### src/pm_seq_pkg.sv
// Constants, types and register map shared by the power mode sequencer files.
package pm_seq_pkg;

    // ==========================================================
    // Timing
    localparam int CLK_MHZ          = 200;
    localparam int SLEEP_RESUME_NS  = 15000;
    localparam int HIB_RESUME_NS    = 100000;
    localparam int TICK_UNIT_NS     = 1000;
    // Least time, rounded up.
    localparam int SLEEP_RESUME_CYC = (SLEEP_RESUME_NS * CLK_MHZ + 999) / 1000;
    // Strictly under the limit, so one cycle short of it.
    localparam int HIB_RESUME_CYC   = HIB_RESUME_NS * CLK_MHZ / 1000 - 1;
    localparam int TICK_DIV_CYC     = TICK_UNIT_NS * CLK_MHZ / 1000;
    localparam int CNT_W            = 16;
    localparam int TICK_W           = 16;

    // ==========================================================
    // Register map
    localparam int ADR_W = 8;
    localparam logic [7:0] OFS_ACT_TMPL   = 8'h00;
    localparam logic [7:0] OFS_ALT_TMPL   = 8'h04;
    localparam logic [7:0] OFS_MODE       = 8'h08;
    localparam logic [7:0] OFS_WAKE_EN    = 8'h0C;
    localparam logic [7:0] OFS_WAKE_CAUSE = 8'h10;
    localparam logic [7:0] OFS_TICK_PER   = 8'h14;

    localparam logic [15:0] TICK_PER_RST = 16'h03E8;
    localparam logic [6:0]  WAKE_EN_RST  = 7'h7F;

    // ==========================================================
    // Resource and wake source layout
    localparam int RES_CPU   = 0;
    localparam int N_WAKE    = 7;
    localparam int WK_PERIPH = 0;
    localparam int WK_SUPV   = 1;
    localparam int WK_TICK   = 2;
    localparam int WK_IO     = 3;
    localparam int WK_EXTRST = 4;
    localparam int WK_WDOG   = 5;
    localparam int WK_PREC   = 6;

    // ==========================================================
    // Mode commands and modes
    localparam int CMD_W = 3;
    localparam logic [2:0] CMD_ACTIVE = 3'h1;
    localparam logic [2:0] CMD_ALT    = 3'h2;
    localparam logic [2:0] CMD_SLEEP  = 3'h3;
    localparam logic [2:0] CMD_HIB    = 3'h4;

    typedef enum logic [2:0]
    {
        M_ACTIVE = 3'h0,
        M_ALT    = 3'h1,
        M_SLEEP  = 3'h2,
        M_HIB    = 3'h3,
        M_RESUME = 3'h4
    } mode_t;

endpackage

### src/pm_sync.sv
// Two flip-flop synchroniser bank for asynchronous wake inputs.
`timescale 1ns/10ps
module pm_sync #(
    parameter int             W       = 1,
    parameter logic [W-1:0]   RST_VAL = '0
) (
    // Clock and reset
    input  wire logic         clk,
    input  wire logic         rst_n,
    // Levels
    input  wire logic [W-1:0] d,
    output logic      [W-1:0] q
);

    typedef struct packed
    {
        logic [W-1:0] meta;
        logic [W-1:0] sync;
    } sync_st_t;

    sync_st_t st_ff;
    sync_st_t nxt_st;

    // ==========================================================
    // Synchroniser
    always_comb
    begin
        nxt_st.meta = d;
        nxt_st.sync = st_ff.meta;
    end

    always_ff @(posedge clk or negedge rst_n)
    begin
        if (!rst_n)
            st_ff <= '{meta: RST_VAL, sync: RST_VAL};
        else
            st_ff <= nxt_st;
    end

    assign q = st_ff.sync;

endmodule

### src/pm_tick.sv
// Central periodic tick: microsecond prescaler and programmable period.
`timescale 1ns/10ps
module pm_tick #(
    parameter int DIV_CYC = pm_seq_pkg::TICK_DIV_CYC
) (
    // Clock and reset
    input  wire logic                          clk,
    input  wire logic                          rst_n,
    // Control
    input  wire logic                          run,
    input  wire logic [pm_seq_pkg::TICK_W-1:0] period,
    // Periodic event
    output logic                               tick
);

    localparam int DIV_W = $clog2(DIV_CYC);
    localparam int TW    = pm_seq_pkg::TICK_W;

    typedef struct packed
    {
        logic [DIV_W-1:0] div;
        logic [TW-1:0]    cnt;
        logic             tick;
    } tick_st_t;

    tick_st_t st_ff;
    tick_st_t nxt_st;

    // ==========================================================
    // Prescaler and period counter
    always_comb
    begin
        nxt_st      = st_ff;
        nxt_st.tick = 1'b0;
        if (!run)
        begin
            nxt_st.div = '0;
            nxt_st.cnt = '0;
        end
        else if (st_ff.div == DIV_W'(DIV_CYC - 1))
        begin
            nxt_st.div = '0;
            // A period of zero behaves as one microsecond.
            if ({1'b0, st_ff.cnt} + (TW+1)'(1) >= {1'b0, period})
            begin
                nxt_st.cnt  = '0;
                nxt_st.tick = 1'b1;
            end
            else
                nxt_st.cnt = st_ff.cnt + TW'(1);
        end
        else
            nxt_st.div = st_ff.div + DIV_W'(1);
    end

    always_ff @(posedge clk or negedge rst_n)
    begin
        if (!rst_n)
            st_ff <= '0;
        else
            st_ff <= nxt_st;
    end

    assign tick = st_ff.tick;

endmodule

### src/pm_seq.sv
// Global power mode sequencer with Wishbone register access.
//
// Local design decisions: the Wishbone interface to the registers and the register offsets.
`timescale 1ns/10ps
module pm_seq #(
    parameter int N_RES          = 8,
    parameter int N_PERIPH       = 4,
    parameter int HIB_RESUME_CYC = pm_seq_pkg::HIB_RESUME_CYC
) (
    // Clock and reset
    input  wire logic                          CLK,
    input  wire logic                          RSTN,
    // Wishbone slave
    input  wire logic                          CYC_I,
    input  wire logic                          STB_I,
    input  wire logic                          WE_I,
    input  wire logic [pm_seq_pkg::ADR_W-1:0]  ADR_I,
    input  wire logic [3:0]                    SEL_I,
    input  wire logic [31:0]                   DAT_I,
    output logic      [31:0]                   DAT_O,
    output logic                               ACK_O,
    // Wake sources
    input  wire logic [N_PERIPH-1:0]           PERIPH_IRQ,
    input  wire logic                          SUPV_IRQ,
    input  wire logic                          IO_IRQ,
    input  wire logic                          EXTERNAL_RESET_PIN_N,
    input  wire logic                          WATCHDOG_TIMEOUT,
    input  wire logic                          PRECISION_SUPPLY_RESET,
    // Power controls
    output logic      [N_RES-1:0]              RES_CLK_EN,
    output logic      [N_RES-1:0]              RES_BIAS_EN,
    output logic                               CPU_EN,
    output logic                               REG_LOW_POWER,
    output logic                               PIN_HOLD,
    output logic                               SRAM_RETAIN,
    output logic                               TICK_IRQ,
    output logic      [2:0]                    POWER_MODE
);

    localparam int NW = pm_seq_pkg::N_WAKE;
    localparam int CW = pm_seq_pkg::CNT_W;
    localparam int TW = pm_seq_pkg::TICK_W;

    typedef struct packed
    {
        pm_seq_pkg::mode_t mode;
        logic              from_hib;
        logic              booted;
        logic [CW-1:0]     wait_cnt;
        logic [N_RES-1:0]  act;
        logic [N_RES-1:0]  alt;
        logic [NW-1:0]     wk_en;
        logic [NW-1:0]     cause;
        logic [TW-1:0]     tick_per;
        logic              ack;
        logic [31:0]       rdata;
        logic [N_RES-1:0]  res_en;
        logic              lowp;
        logic              hold;
        logic              retain;
    } st_t;

    localparam st_t ST_RST = '{
        mode:     pm_seq_pkg::M_ACTIVE,
        from_hib: 1'b0,
        booted:   1'b0,
        wait_cnt: '0,
        act:      '1,
        alt:      '0,
        wk_en:    pm_seq_pkg::WAKE_EN_RST,
        cause:    '0,
        tick_per: pm_seq_pkg::TICK_PER_RST,
        ack:      1'b0,
        rdata:    '0,
        res_en:   '1,
        lowp:     1'b0,
        hold:     1'b0,
        retain:   1'b0
    };

    st_t            st_ff;
    st_t            nxt_st;
    logic [NW-1:0]  src;
    logic [NW-1:0]  ev;
    logic           wake;
    logic           req;
    logic           wr_go;
    logic           go_low;
    logic [2:0]     cmd;
    logic [31:0]    rd;
    logic [N_RES-1:0] tmpl;
    logic           supv_s;
    logic           io_s;
    logic           xrst_n_s;
    logic           wdog_s;
    logic           prec_s;
    logic           tick;

    // ==========================================================
    // Helpers
    function automatic logic [31:0] merge(
        input logic [31:0] old,
        input logic [31:0] dat,
        input logic [3:0]  sel
    );
        logic [31:0] res;
        res = old;
        for (int i = 0; i < 4; i++)
        begin
            if (sel[i])
                res[8*i +: 8] = dat[8*i +: 8];
        end
        return res;
    endfunction

    // ==========================================================
    // Wake source capture
    // Pins, the supervisor and the watchdog come from other clocks.
    pm_sync #(
        .W       (5),
        .RST_VAL (5'h04)
    ) u_sync (
        .clk   (CLK),
        .rst_n (RSTN),
        .d     ({PRECISION_SUPPLY_RESET, WATCHDOG_TIMEOUT,
                 EXTERNAL_RESET_PIN_N, IO_IRQ, SUPV_IRQ}),
        .q     ({prec_s, wdog_s, xrst_n_s, io_s, supv_s})
    );

    // The tick stops in hibernate, where only pin interrupts may wake.
    pm_tick u_tick (
        .clk    (CLK),
        .rst_n  (RSTN),
        .run    (st_ff.mode != pm_seq_pkg::M_HIB),
        .period (st_ff.tick_per),
        .tick   (tick)
    );

    always_comb
    begin
        src                        = '0;
        src[pm_seq_pkg::WK_PERIPH] = |PERIPH_IRQ;
        src[pm_seq_pkg::WK_SUPV]   = supv_s;
        src[pm_seq_pkg::WK_TICK]   = tick;
        src[pm_seq_pkg::WK_IO]     = io_s;
        src[pm_seq_pkg::WK_EXTRST] = ~xrst_n_s;
        src[pm_seq_pkg::WK_WDOG]   = wdog_s;
        src[pm_seq_pkg::WK_PREC]   = prec_s;
    end

    assign ev   = src & st_ff.wk_en;
    assign wake = |ev;

    // ==========================================================
    // Bus decode
    // A write commits on the edge at which the master sees ACK_O.
    assign req   = CYC_I & STB_I;
    assign wr_go = req & WE_I & st_ff.ack;
    assign cmd   = DAT_I[pm_seq_pkg::CMD_W-1:0];
    assign go_low = wr_go & SEL_I[0] & (ADR_I == pm_seq_pkg::OFS_MODE)
                  & ((cmd == pm_seq_pkg::CMD_SLEEP) | (cmd == pm_seq_pkg::CMD_HIB));

    always_comb
    begin
        rd = '0;
        case (ADR_I)
            pm_seq_pkg::OFS_ACT_TMPL:   rd = 32'(st_ff.act);
            pm_seq_pkg::OFS_ALT_TMPL:   rd = 32'(st_ff.alt);
            pm_seq_pkg::OFS_MODE:       rd = 32'(st_ff.mode);
            pm_seq_pkg::OFS_WAKE_EN:    rd = 32'(st_ff.wk_en);
            pm_seq_pkg::OFS_WAKE_CAUSE: rd = 32'(st_ff.cause);
            pm_seq_pkg::OFS_TICK_PER:   rd = 32'(st_ff.tick_per);
            default:                    rd = '0;
        endcase
    end

    // ==========================================================
    // Next state
    always_comb
    begin
        nxt_st        = st_ff;
        nxt_st.booted = 1'b1;
        nxt_st.ack    = req & ~st_ff.ack;
        if (req & ~st_ff.ack)
            nxt_st.rdata = rd;

        // Configuration writes; a template write reaches the enables at the same edge.
        if (wr_go)
        begin
            case (ADR_I)
                pm_seq_pkg::OFS_ACT_TMPL:
                    nxt_st.act = N_RES'(merge(32'(st_ff.act), DAT_I, SEL_I));
                pm_seq_pkg::OFS_ALT_TMPL:
                    nxt_st.alt = N_RES'(merge(32'(st_ff.alt), DAT_I, SEL_I));
                pm_seq_pkg::OFS_WAKE_EN:
                    nxt_st.wk_en = NW'(merge(32'(st_ff.wk_en), DAT_I, SEL_I));
                pm_seq_pkg::OFS_TICK_PER:
                    nxt_st.tick_per = TW'(merge(32'(st_ff.tick_per), DAT_I, SEL_I));
                pm_seq_pkg::OFS_WAKE_CAUSE:
                    if (SEL_I[0])
                        nxt_st.cause = st_ff.cause & ~DAT_I[NW-1:0];
                default:
                    nxt_st.rdata = nxt_st.rdata;
            endcase
        end
        // A new event outranks a clear in the same cycle.
        nxt_st.cause = nxt_st.cause | ev;

        unique case (st_ff.mode)
            pm_seq_pkg::M_ACTIVE,
            pm_seq_pkg::M_ALT:
            begin
                if (wake)
                begin
                    nxt_st.mode                = pm_seq_pkg::M_ACTIVE;
                    nxt_st.act[pm_seq_pkg::RES_CPU] = 1'b1;
                end
                else if (wr_go & SEL_I[0] & (ADR_I == pm_seq_pkg::OFS_MODE))
                begin
                    case (cmd)
                        pm_seq_pkg::CMD_ACTIVE: nxt_st.mode = pm_seq_pkg::M_ACTIVE;
                        pm_seq_pkg::CMD_ALT:    nxt_st.mode = pm_seq_pkg::M_ALT;
                        pm_seq_pkg::CMD_SLEEP:  nxt_st.mode = pm_seq_pkg::M_SLEEP;
                        pm_seq_pkg::CMD_HIB:    nxt_st.mode = pm_seq_pkg::M_HIB;
                        default:                nxt_st.mode = st_ff.mode;
                    endcase
                end
            end
            pm_seq_pkg::M_SLEEP:
            begin
                if (wake)
                begin
                    nxt_st.mode     = pm_seq_pkg::M_RESUME;
                    nxt_st.from_hib = 1'b0;
                    nxt_st.wait_cnt = CW'(pm_seq_pkg::SLEEP_RESUME_CYC - 1);
                end
            end
            pm_seq_pkg::M_HIB:
            begin
                if (ev[pm_seq_pkg::WK_IO])
                begin
                    nxt_st.mode     = pm_seq_pkg::M_RESUME;
                    nxt_st.from_hib = 1'b1;
                    nxt_st.wait_cnt = CW'(HIB_RESUME_CYC - 1);
                end
            end
            pm_seq_pkg::M_RESUME:
            begin
                if (st_ff.wait_cnt == '0)
                begin
                    nxt_st.mode                = pm_seq_pkg::M_ACTIVE;
                    nxt_st.act[pm_seq_pkg::RES_CPU] = 1'b1;
                end
                else
                    nxt_st.wait_cnt = st_ff.wait_cnt - CW'(1);
            end
            default:
                nxt_st.mode = pm_seq_pkg::M_ACTIVE;
        endcase

        // Outputs follow the next mode so they change with it.
        unique case (nxt_st.mode)
            pm_seq_pkg::M_ACTIVE: tmpl = nxt_st.act;
            pm_seq_pkg::M_ALT:    tmpl = nxt_st.alt;
            default:              tmpl = '0;
        endcase
        nxt_st.res_en = tmpl;
        nxt_st.lowp   = (nxt_st.mode == pm_seq_pkg::M_SLEEP) | (nxt_st.mode == pm_seq_pkg::M_HIB);
        // Outputs stay held until the hibernate resume finishes.
        nxt_st.hold   = (nxt_st.mode == pm_seq_pkg::M_HIB)
                      | ((nxt_st.mode == pm_seq_pkg::M_RESUME) & nxt_st.from_hib);
        nxt_st.retain = nxt_st.lowp | (nxt_st.mode == pm_seq_pkg::M_RESUME);
    end

    always_ff @(posedge CLK or negedge RSTN)
    begin
        if (!RSTN)
            st_ff <= ST_RST;
        else
            st_ff <= nxt_st;
    end

    // ==========================================================
    // Outputs
    assign DAT_O         = st_ff.rdata;
    assign ACK_O         = st_ff.ack;
    assign RES_CLK_EN    = st_ff.res_en;
    assign RES_BIAS_EN   = st_ff.res_en;
    assign CPU_EN        = st_ff.res_en[pm_seq_pkg::RES_CPU];
    assign REG_LOW_POWER = st_ff.lowp;
    assign PIN_HOLD      = st_ff.hold;
    assign SRAM_RETAIN   = st_ff.retain;
    assign TICK_IRQ      = tick;
    assign POWER_MODE    = st_ff.mode;

    // ==========================================================
    // Assertions
    localparam int SLP_M1 = pm_seq_pkg::SLEEP_RESUME_CYC - 1;
endmodule

### config.mk
export PLATFORM = sky130hd
export DESIGN_NAME = pm_seq
export DESIGN_NICKNAME = d
export VERILOG_FILES = /design/src/pm_seq_pkg.sv /design/src/pm_sync.sv /design/src/pm_tick.sv /design/src/pm_seq.sv
export SDC_FILE = /design/constraint.sdc
export NUM_CORES = 1
export LEC_CHECK = 0
export BUFFER_PORTS_ARGS = -buffer_cell sky130_fd_sc_hd__buf_2
export CAP_MARGIN = 20
export CORE_UTILIZATION = 50
export CTS_CLUSTER_SIZE = 24
export DETAILED_ROUTE_END_ITERATION = 10
export MAX_ROUTING_LAYER = met4
export PLACE_DENSITY_LB_ADDON = 0.08
export SETUP_SLACK_MARGIN = 0.2
export SLEW_MARGIN = 5
export SYNTH_ARGS = -nofsm -noshare
export SYNTH_HDL_FRONTEND = slang
export SYNTH_SLANG_ARGS = --single-unit
export TNS_END_PERCENT = 1
### constraint.sdc
create_clock -name CLK -period 5.5 [get_ports CLK]
set_input_delay 1.1 -clock CLK [delete_from_list [all_inputs] [get_ports CLK]]
set_output_delay 1.1 -clock CLK [all_outputs]
set_load 0.01 [all_outputs]
==> impl_metrics.env, run 1 <==
export IMPL_synth_main_ff_cell="dfrtp_1"
export IMPL_worst_endpoint_arrival_ns=3.94
export IMPL_syn2layout_area_growth_pct=11.6
export IMPL_start_util_pct=51.5
export IMPL_final_nets=827
export IMPL_yosysUniqueCellTypes=66
export IMPL_ctsResizeCount=0
export IMPL_fin_ws_ns=1.89
export IMPL_tightest_slew_ns=0.665
export IMPL_route_detailed_drc=0
export IMPL_crit_slowest_cell="dfrtp_1"
export IMPL_synth_edf_count=0
export IMPL_clock_path_buffers=2
export IMPL_core_sq_um=13300
export IMPL_dp_hpwl_mm=11.5
export IMPL_grt_max_degree=50
export IMPL_finalSetupTns_ns=0
export IMPL_drive_gt1_share_pct=26.4
export IMPL_critPathMaxStageDelay_ns=0.43
export IMPL_first_global_vias=5169
export IMPL_ir_worst_vdd_mv=0.269
export IMPL_seq_area_frac_synth_pct=47.7
export IMPL_syn_inst=705
export IMPL_wl_per_cell_um=17.0
export IMPL_antenna_cells=0
export IMPL_status="completed"
export IMPL_ys_seq_elements=129
export IMPL_netlist_area_sq_um=6850
export IMPL_row_count=42
export IMPL_crit_family="compound AO/OA/AOI/OAI gates"
export IMPL_die_y_um=119
export IMPL_syn_avg_cell_area_sq_um=9.71
export IMPL_cts_inserted_buffers=17
export IMPL_n_fill_cell=1157
export IMPL_clk_latency_ns=0.42
export IMPL_postCtsSetupBuffers=0
export IMPL_antenna_left=0
export IMPL_overflow=0
export IMPL_skew_ns=0.00995
export IMPL_portBuffers=80
export IMPL_clock_sinks=129
export IMPL_cts_max_level=4
export IMPL_setup_viol=0
export IMPL_end_kind="flip-flop"
export IMPL_grt_pass1_wl_mm=26.1
export IMPL_ys_warn_count=0
export IMPL_hold_violations=0
export IMPL_relSlewSlack_pct=55.0
export IMPL_start_kind="flip-flop"
export IMPL_grt_antenna_before_repair=0
export IMPL_die_area_sq_um=14200
export IMPL_async_flop_share_pct=100
export IMPL_vias=5222
export IMPL_cts_tree="built"
export IMPL_cts_root_buf="clkbuf_16"
export IMPL_path_cells="ha_1 > nand2_1 > nor2_1 > and4_1 > nand2_1 > xor2_1 > inv_1 > ha_1 > a211oi_1 > o211ai_1 > a211o_1 > o31ai_1 > buf_4 > nand3_1 > o21ai_0"
export IMPL_rsz0062_at_grt="false"
export IMPL_p_leak_nw=3.76
export IMPL_fin_crit_ns=3.61
export IMPL_hold_class="flip-flop to flip-flop"
export IMPL_die_w_um=119
export IMPL_fmax_mhz=277
export IMPL_period_share_pct=65.7
export IMPL_slew_violations=0
export IMPL_io_pins=115
export IMPL_worstSetupPathType="flip-flop to flip-flop"
export IMPL_hold_buffers=0
export IMPL_gp_congestion=0.854
export IMPL_maxCapViolations=0
export IMPL_drt_wl_total_mm=15.9
export IMPL_drt_iter0_markers=370
export IMPL_cp_num_buf_inv=2
export IMPL_place_ws_ns=1.75
export IMPL_dr_pass1_iters=6
export IMPL_worst_endpoint_required_ns=5.83
export IMPL_clk_pin_slew_ns=0.06
export IMPL_via_per_inst=5.57
export IMPL_cellPowerDensity_nw_per_um2=302
export IMPL_grt_total_usage_pct=24.5
export IMPL_crit_path_max_fanout=14
[registers in the layout (all words and copies together), names as in the netlist]
register and flops:
u_sync.nxt_st 5, st_ff 63, u_sync.q 5, REG_LOW_POWER 1, ACK_O 1, RES_BIAS_EN 8, SRAM_RETAIN 1, PIN_HOLD 1
POWER_MODE 3, u_tick.st_ff 24, DAT_O 16, u_tick.tick 1
[path summary, 6_finish.rpt]
path | cells after the start | startpoint | endpoint | slack [ns]
setup / recovery | 15 | u_tick.st_ff[1] | u_tick.st_ff[16] | 1.89
hold / removal | 0 | u_sync.nxt_st[0] | u_sync.q[0] | 0.34
setup reg to reg | 15 | u_tick.st_ff[1] | u_tick.st_ff[16] | 1.89
hold reg to reg | 0 | u_sync.nxt_st[0] | u_sync.q[0] | 0.34
max in group asynchronous | 2 | RSTN | st_ff[57] | 3.88
min in group asynchronous | 1 | RSTN | SRAM_RETAIN | 0.63
[cell usage after synthesis, types with 4 or more instances]
cell,count,area [sq um]
dfrtp_1,98,2450
nand2_1,101,379
o21ai_0,30,150
nor3_1,15,75.1
buf_4,51,383
nand3_1,18,90.1
nand4_1,13,81.3
or2_2,9,56.3
nor3_2,8,80.1
mux2_2,26,293
and2_1,15,93.8
dfstp_2,31,815
inv_1,25,93.8
and4_1,4,35.0
a31oi_1,10,62.6
nor2_1,58,218
ha_1,20,250
xnor2_1,6,52.6
and3_1,6,37.5
nor2b_1,6,37.5
a222oi_1,4,40.0
a22oi_1,6,45.0
clkbuf_1,22,82.6
a21o_1,5,37.5
o2111ai_1,5,43.8
a21oi_1,27,135
xor2_1,10,87.6
nor4_1,6,37.5
a22o_1,6,52.6
o22a_1,5,43.8
[worst reg2reg max path: stages (launching register included)]
cell and delay [ns]:
dfrtp_1 0.43, ha_1 0.26, nand2_1 0.08, nor2_1 0.22, and4_1 0.26, nand2_1 0.08, xor2_1 0.17, inv_1 0.06
ha_1 0.31, a211oi_1 0.27, o211ai_1 0.17, a211o_1 0.30, o31ai_1 0.24, buf_4 0.26, nand3_1 0.18, o21ai_0 0.24
[where the power goes]
part | total [mW] | internal [mW] | switching (mW)
Clock | 1.06 | 0.658 | 0.399
Combinational | 0.184 | 0.0771 | 0.107
Sequential | 1.07 | 1.01 | 0.0609
[cells in the final DEF, fill, tap and decap left out, drive strengths merged, types with 23 or more instances in the layout]
master and n:
dfstp 31, nor2 58, nand2 101, dfrtp 98, a21oi 27, buf 87, inv 25, o21ai 31
nor3 23, clkbuf 28, mux2 26
[stage by stage]
stage	util, %	instances	cell area [sq um]	hold WS, ns	power (mW)
2_1_floorplan	-	720	6900	0.331	1.20
3_3_place_gp	53.2	905	7070	0.335	1.26
3_5_place_dp	53.2	905	7070	0.335	1.27
4_1_cts	57.4	937	7630	0.346	2.33
5_1_grt	57.5	938	7640	0.356	2.40
6_report	57.5	938	7640	0.345	2.31
[final cells by class]
class	instances	area [sq um]	share of cell area [%]
clock inverters	4	22.5	0.295
clock buffers	28	537	7.02
repair buffers	87	455	5.96
flip-flops and latches	129	3270	42.8
well taps	176	220	2.88
inverters	27	114	1.49
multi-input cells	487	3030	39.6
[metal layers]
layer	share of wire, %	vias up	wire, um	global-route usage (%)
li1	-	2478	-	-
met1	45	2581	7240	32.2
met2	49	139	7750	37.9
met3	4.2	24	674	4.84
met4	1.6	0	255	8.86
met5	0	-	0	-
[cells by family after synthesis]
kind of cell / after synthesis / share of synthesized area [%]
AND/OR/NAND/NOR: 283 / 20.7
multiplexers: 29 / 4.72
AO/OA/AOI/OAI: 123 / 12.2
adder cells (fa/ha/maj): 20 / 3.66
other: 1 / 0.0548
flip-flops: 129 / 47.7
XOR/XNOR: 16 / 2.05
buffers and inverters: 104 / 8.90
Power figures use the tool's default switching activity.
==> run 2: changes to the inputs <==
==> constraint.sdc (replaced) <==
create_clock -name CLK -period 3.1 [get_ports CLK]
set_input_delay 0.62 -clock CLK [delete_from_list [all_inputs] [get_ports CLK]]
set_output_delay 0.62 -clock CLK [all_outputs]
set_load 0.01 [all_outputs]
==> run 2 against run 1 <==
  * Sequential share of layout area decreased by 2.6 points
  * Sequential power increased by 78%
  * Wire length increased by 2.0%
  * Total power increased by 77%
  * Worst setup slack got worse by 1.8 ns
  * Critical path depth increased by 1
  * Hold slack got worse by 0.13 ns
  * Utilization increased by 3.7 points
  * Fmax increased by 21%
  * Cell count increased by 4.1%
  * Count of clock-buffer cells in the layout decreased by 2
  * Clock skew decreased by 0.0022 ns
  * Highest routed layer unchanged
==> impl_metrics.env, run 2 (synthesis results as in run 1) <==
export IMPL_status="completed"
export IMPL_crit_path_max_fanout=7
export IMPL_row_count=42
export IMPL_end_kind="flip-flop"
export IMPL_wl_per_cell_um=16.6
export IMPL_largest_register="st_ff"
export IMPL_syn2layout_area_growth_pct=18.9
export IMPL_crit_slowest_cell="dfrtp_1"
export IMPL_skew_ns=0.00779
export IMPL_final_cell_mix="dfrtp_1, nand2_1, buf_2"
export IMPL_start_util_pct=51.5
export IMPL_antenna_cells=0
export IMPL_cts_tree="built"
export IMPL_core_sq_um=13300
export IMPL_cts_max_level=4
export IMPL_hold_violations=0
export IMPL_worst_endpoint_arrival_ns=3.34
export IMPL_crit_family="compound AO/OA/AOI/OAI gates"
export IMPL_die_y_um=119
export IMPL_gp_congestion=0.894
export IMPL_portBuffers=80
export IMPL_clk_pin_slew_ns=0.05
export IMPL_worst_endpoint_required_ns=3.45
export IMPL_grt_total_usage_pct=25.2
export IMPL_dp_hpwl_mm=11.6
export IMPL_slew_violations=0
export IMPL_hold_buffers=0
export IMPL_holdWs_ns=0.210
export IMPL_vias=5360
export IMPL_relSlewSlack_pct=56.0
export IMPL_drt_iter0_markers=405
export IMPL_fmax_mhz=334
export IMPL_grt_max_degree=59
export IMPL_via_per_inst=5.49
export IMPL_cellPowerDensity_nw_per_um2=501
export IMPL_clock_path_buffers=2
export IMPL_fin_crit_ns=2.99
export IMPL_tightest_slew_ns=0.651
export IMPL_antenna_left=0
export IMPL_final_nets=865
export IMPL_cp_num_buf_inv=3
export IMPL_drive_gt1_share_pct=32.3
export IMPL_period_share_pct=96.5
export IMPL_route_detailed_drc=0
export IMPL_die_w_um=119
export IMPL_clock_sinks=129
export IMPL_hold_class="input port to async pin"
export IMPL_maxCapViolations=0
export IMPL_clk_latency_ns=0.41
export IMPL_worstSetupPathType="flip-flop to flip-flop"
export IMPL_setup_viol=0
export IMPL_grt_pass1_wl_mm=26.9
export IMPL_path_cells="ha_2 > nand2_2 > nor2_4 > and4_4 > nand2_2 > xor2_2 > inv_2 > ha_4 > a211oi_2 > o211ai_1 > a211o_1 > o31ai_4 > buf_12 > buf_12 > o2111ai_4 > nand2_1"
export IMPL_drt_wl_total_mm=16.2
export IMPL_grt_antenna_before_repair=0
export IMPL_rsz0062_at_grt="true"
export IMPL_overflow=0
export IMPL_ir_worst_vdd_mv=0.341
export IMPL_cts_root_buf="clkbuf_16"
export IMPL_first_global_vias=5295
export IMPL_io_pins=115
export IMPL_start_kind="flip-flop"
export IMPL_die_area_sq_um=14200
export IMPL_totalPowerFinal_mw=4.08
export IMPL_critPathMaxStageDelay_ns=0.41
export IMPL_cts_inserted_buffers=17
export IMPL_p_leak_nw=3.96
export IMPL_finalSetupTns_ns=0
export IMPL_dr_pass1_iters=5
export IMPL_largest_reg_flops=63
==> run 2: changes by cell type in the layout (fill, tap and decap cells not counted), moves of 4 or more <==
cell and change:
clkbuf_8 -5, buf_12 +5, o21ai_0 -4, buf_4 +32, o21ai_1 +4
==> run 2: worst register-to-register path, stage by stage, from the launching register on <==
cell,delay [ns]
dfrtp_1,0.41
ha_2,0.22
nand2_2,0.07
nor2_4,0.12
and4_4,0.23
nand2_2,0.07
xor2_2,0.18
inv_2,0.07
ha_4,0.22
a211oi_2,0.21
o211ai_1,0.14
a211o_1,0.32
o31ai_4,0.22
buf_12,0.16
buf_12,0.12
o2111ai_4,0.11
nand2_1,0.09
==> run 2: report_power, final <==
group / switching [mW] / internal (mW) / leakage, nW
registers: 0.109 / 1.79 / 1.55
clock network: 0.695 / 1.14 / 0.258
logic: 0.199 / 0.152 / 2.16
==> run 2: repair_timing <==
item                                    in CTS  in global routing
pin swaps                                   16                 14
setup buffers                                8                  4
gates cloned                                 1                  0
resized for setup                           12                 20
endpoints found under the setup margin      17                 19
==> run 2: worst paths after layout <==
kind / from / endpoint / slack (ns) / cells past startpoint
worst max-delay path: u_tick.st_ff[1] / u_tick.st_ff[8] / 0.11 / 16
worst min-delay path: RSTN / st_ff[90] / 0.21 / 1
worst max register to register: u_tick.st_ff[1] / u_tick.st_ff[8] / 0.11 / 16
worst min register to register: u_sync.nxt_st[1] / u_sync.q[1] / 0.35 / 0
max in group asynchronous: RSTN / RES_BIAS_EN[4] / 2.06 / 2
min in group CLK: SUPV_IRQ / u_sync.nxt_st[0] / 0.31 / 1
==> run 2: cell type report <==
cell class | instances | area (sq um)
timing repair buffer | 125 | 823
tap | 176 | 220
clock buffer | 26 | 479
sequential | 129 | 3270
multi-input combinational | 487 | 3180
fill | 1110 | 5160
inverter | 27 | 114
clock inverter | 6 | 60.1
==> run 2: metal layers <==
| metal | vias up | wire [um] | GRT usage [%] |
|---|---|---|---|
| met4 | 0 | 259 | 9.34 |
| met1 | 2631 | 7650 | 33.6 |
| met2 | 147 | 7660 | 38.1 |
| li1 | 2569 | - | - |
| met5 | - | 0 | - |
| met3 | 13 | 664 | 4.84 |
==> run 2: per-stage QoR <==
stage / setup slack [ns] / util [%] / instances / cell area, sq um
6_report: 0.108 / 61.2 / 976 / 8140
5_1_grt: -0.0249 / 61.2 / 976 / 8140
4_1_cts: 0.160 / 60.3 / 972 / 8020
3_5_place_dp: 0.0498 / 55.2 / 931 / 7340
3_3_place_gp: 0.108 / 55.2 / 931 / 7340
2_1_floorplan: 0.207 / - / 720 / 6930
==> run 3: changes to the inputs <==
--- a/config.mk
+++ b/config.mk
@@ -12,9 +12,9 @@
 export DETAILED_ROUTE_END_ITERATION = 10
 export MAX_ROUTING_LAYER = met4
 export PLACE_DENSITY_LB_ADDON = 0.08
+export REMOVE_ABC_BUFFERS = 1
 export SETUP_SLACK_MARGIN = 0.2
 export SLEW_MARGIN = 5
 export SYNTH_ARGS = -nofsm -noshare
 export SYNTH_HDL_FRONTEND = slang
 export SYNTH_SLANG_ARGS = --single-unit
-export TNS_END_PERCENT = 1
==> constraint.sdc (replaced) <==
create_clock -name CLK -period 3.3 [get_ports CLK]
set_input_delay 0.66 -clock CLK [delete_from_list [all_inputs] [get_ports CLK]]
set_output_delay 0.66 -clock CLK [all_outputs]
set_load 0.01 [all_outputs]
==> run 3 against run 2 <==
  * Wire length is 0.99% higher
  * Global-route usage is 0.097 points lower
  * Die area stayed put
  * Largest cell class unchanged
  * Critical path type unchanged
  * Largest power group is now the clock network
  * Sequential power is 6% lower
==> impl_metrics.env, run 3 (synthesis results as in run 1) <==
export IMPL_combinationalPowerShare_pct=8.1
export IMPL_antenna_left=0
export IMPL_drt_iter0_markers=439
export IMPL_syn2layout_area_growth_pct=16.1
export IMPL_worst_endpoint_arrival_ns=3.32
export IMPL_end_kind="flip-flop"
export IMPL_dpl_cell_area_sq_um=7180
export IMPL_r2r_worst_path_cells=13
export IMPL_instances_no_fill=958
export IMPL_maxCapViolations=0
export IMPL_route_detailed_drc=0
export IMPL_die_w_um=119
export IMPL_clk_latency_ns=0.42
export IMPL_core_sq_um=13300
export IMPL_clk_pin_slew_ns=0.05
export IMPL_start_kind="flip-flop"
export IMPL_period_share_pct=89.6
export IMPL_hold_class="input port to async pin"
export IMPL_reg2reg_setup_slack_ns=0.34
export IMPL_die_area_sq_um=14200
export IMPL_largest_reg_flops=63
export IMPL_start_util_pct=51.5
export IMPL_vias=5354
export IMPL_overflow=0
export IMPL_critPathMaxStageDelay_ns=0.40
export IMPL_io_pins=115
export IMPL_place_ws_ns=0.110
export IMPL_clockPowerShare_pct=46.6
export IMPL_die_y_um=119
export IMPL_hold_buffers=0
export IMPL_drt_wl_total_mm=16.4
export IMPL_holdWs_ns=0.270
export IMPL_row_count=42
export IMPL_gp_congestion=0.866
export IMPL_status="completed"
export IMPL_grt_max_degree=54
export IMPL_clock_sinks=129
export IMPL_switchingPower_mw=0.942
export IMPL_fmax_mhz=338
export IMPL_r2r_start="u_tick.st_ff[6]"
export IMPL_hold_violations=0
export IMPL_stdcell_area_sq_um=7950
export IMPL_clock_path_buffers=2
export IMPL_final_nets=849
export IMPL_crit_path_max_fanout=7
export IMPL_seq_power_share_pct=45.4
export IMPL_ir_worst_vdd_mv=0.354
export IMPL_setup_viol=0
export IMPL_fin_crit_ns=2.96
export IMPL_grt_pass1_wl_mm=26.3
export IMPL_rsz0062_at_grt="true"
export IMPL_dr_pass1_iters=8
export IMPL_tightest_slew_ns=0.690
export IMPL_cts_root_buf="clkbuf_16"
export IMPL_relSlewSlack_pct=54.0
export IMPL_cts_inserted_buffers=17
export IMPL_grt_antenna_before_repair=0
export IMPL_first_global_vias=5208
export IMPL_via_per_inst=5.59
export IMPL_final_cell_mix="nand2_1, dfrtp_1, buf_2"
export IMPL_dp_hpwl_mm=11.8
export IMPL_slew_violations=0
export IMPL_crit_slowest_cell="dfrtp_1"
export IMPL_drive_gt1_share_pct=30.7
export IMPL_fin_ws_ns=0.344
export IMPL_cts_tree="built"
export IMPL_placed_cells=918
export IMPL_p_int_mw=2.99
export IMPL_grt_total_usage_pct=25.1
export IMPL_cpMostUsedCell="nand4_1"
export IMPL_largest_register="st_ff"
export IMPL_path_cells="nand4_1 > nor2_2 > nand4_1 > and2_4 > or2_4 > ha_4 > a211oi_2 > o211ai_1 > a211o_1 > o31ai_4 > buf_6 > o2111ai_2 > nand2_1"
export IMPL_rr_endpoint="u_tick.st_ff[12]"
export IMPL_worstSetupPathType="flip-flop to flip-flop"
export IMPL_portBuffers=80
export IMPL_cellPowerDensity_nw_per_um2=495
export IMPL_antenna_cells=0
export IMPL_skew_ns=0.00926
export IMPL_wl_per_cell_um=17.1
export IMPL_p_leak_nw=3.87
export IMPL_worst_endpoint_required_ns=3.66
export IMPL_layout_commonest_cell="nand2_1"
export IMPL_switching_share_pct=23.9
export IMPL_cts_max_level=4
## run 3: cell types whose count changed in the layout (fill, tap and decap cells not counted), moves of 3 or more
cell and change:
clkbuf_1 -3, buf_4 -13, o2111ai_2 +3, buf_12 -4
## run 3: area by class of cell
class,count,area (sq um)
fill,1158,5350
tap,176,220
timing repair buffer,109,641
clock inverter,5,80.1
inverter,27,114
clock buffer,25,495
sequential,129,3270
multi-input combinational,487,3130
## run 3: power by group through the flow
stage / registers [mW] / clock network, mW / logic (mW)
global route: 1.80 / 1.94 / 0.353
floorplan: 1.79 / 0 / 0.182
global placement: 1.80 / 0 / 0.307
finish: 1.79 / 1.83 / 0.317
CTS: 1.78 / 1.87 / 0.320
detailed placement: 1.81 / 0 / 0.320
## run 3: worst max-delay path by stage
stage / startpoint / to
6_report: u_tick.st_ff[6] / u_tick.st_ff[12]
5_1_grt: u_tick.st_ff[6] / u_tick.st_ff[4]
4_1_cts: u_tick.st_ff[6] / u_tick.st_ff[13]
3_5_place_dp: u_tick.st_ff[1] / u_tick.st_ff[4]
3_3_place_gp: u_tick.st_ff[1] / u_tick.st_ff[14]
2_1_floorplan: u_tick.st_ff[1] / u_tick.st_ff[15]
## run 3: worst max-delay path, delay by kind of cell, from the launching register on
family | cells | cell delay, ns
simple gates | 6 | 1.06
fa+ha+maj | 1 | 0.17
buf+inv | 1 | 0.19
compound gates | 5 | 1.07
flops | 1 | 0.40
## run 3: layer usage
layer | share of wire (%) | vias to the layer above | GRT usage [%]
li1 | - | 2538 | -
met1 | 45 | 2643 | 31.7
met2 | 48 | 148 | 39.2
met3 | 5.0 | 25 | 5.03
met4 | 2.1 | 0 | 10.7
met5 | 0 | - | -
## run 3: per-stage QoR
stage               TNS [ns]  total power, mW  util [%]
floorplan              -2.71             1.97         -
global placement           0             2.11      54.0
detailed placement         0             2.13      54.0
CTS                        0             3.97      58.7
global route               0             4.09      59.8
finish                     0             3.94      59.8
## run 3: what timing repair did
item / 4_1_cts / 5_1_grt
buffers inserted: 2 / 6
gates cloned: 1 / 0
endpoints found under the setup margin: 17 / 17
gates resized for setup: 9 / 21
pin swaps: 4 / 19
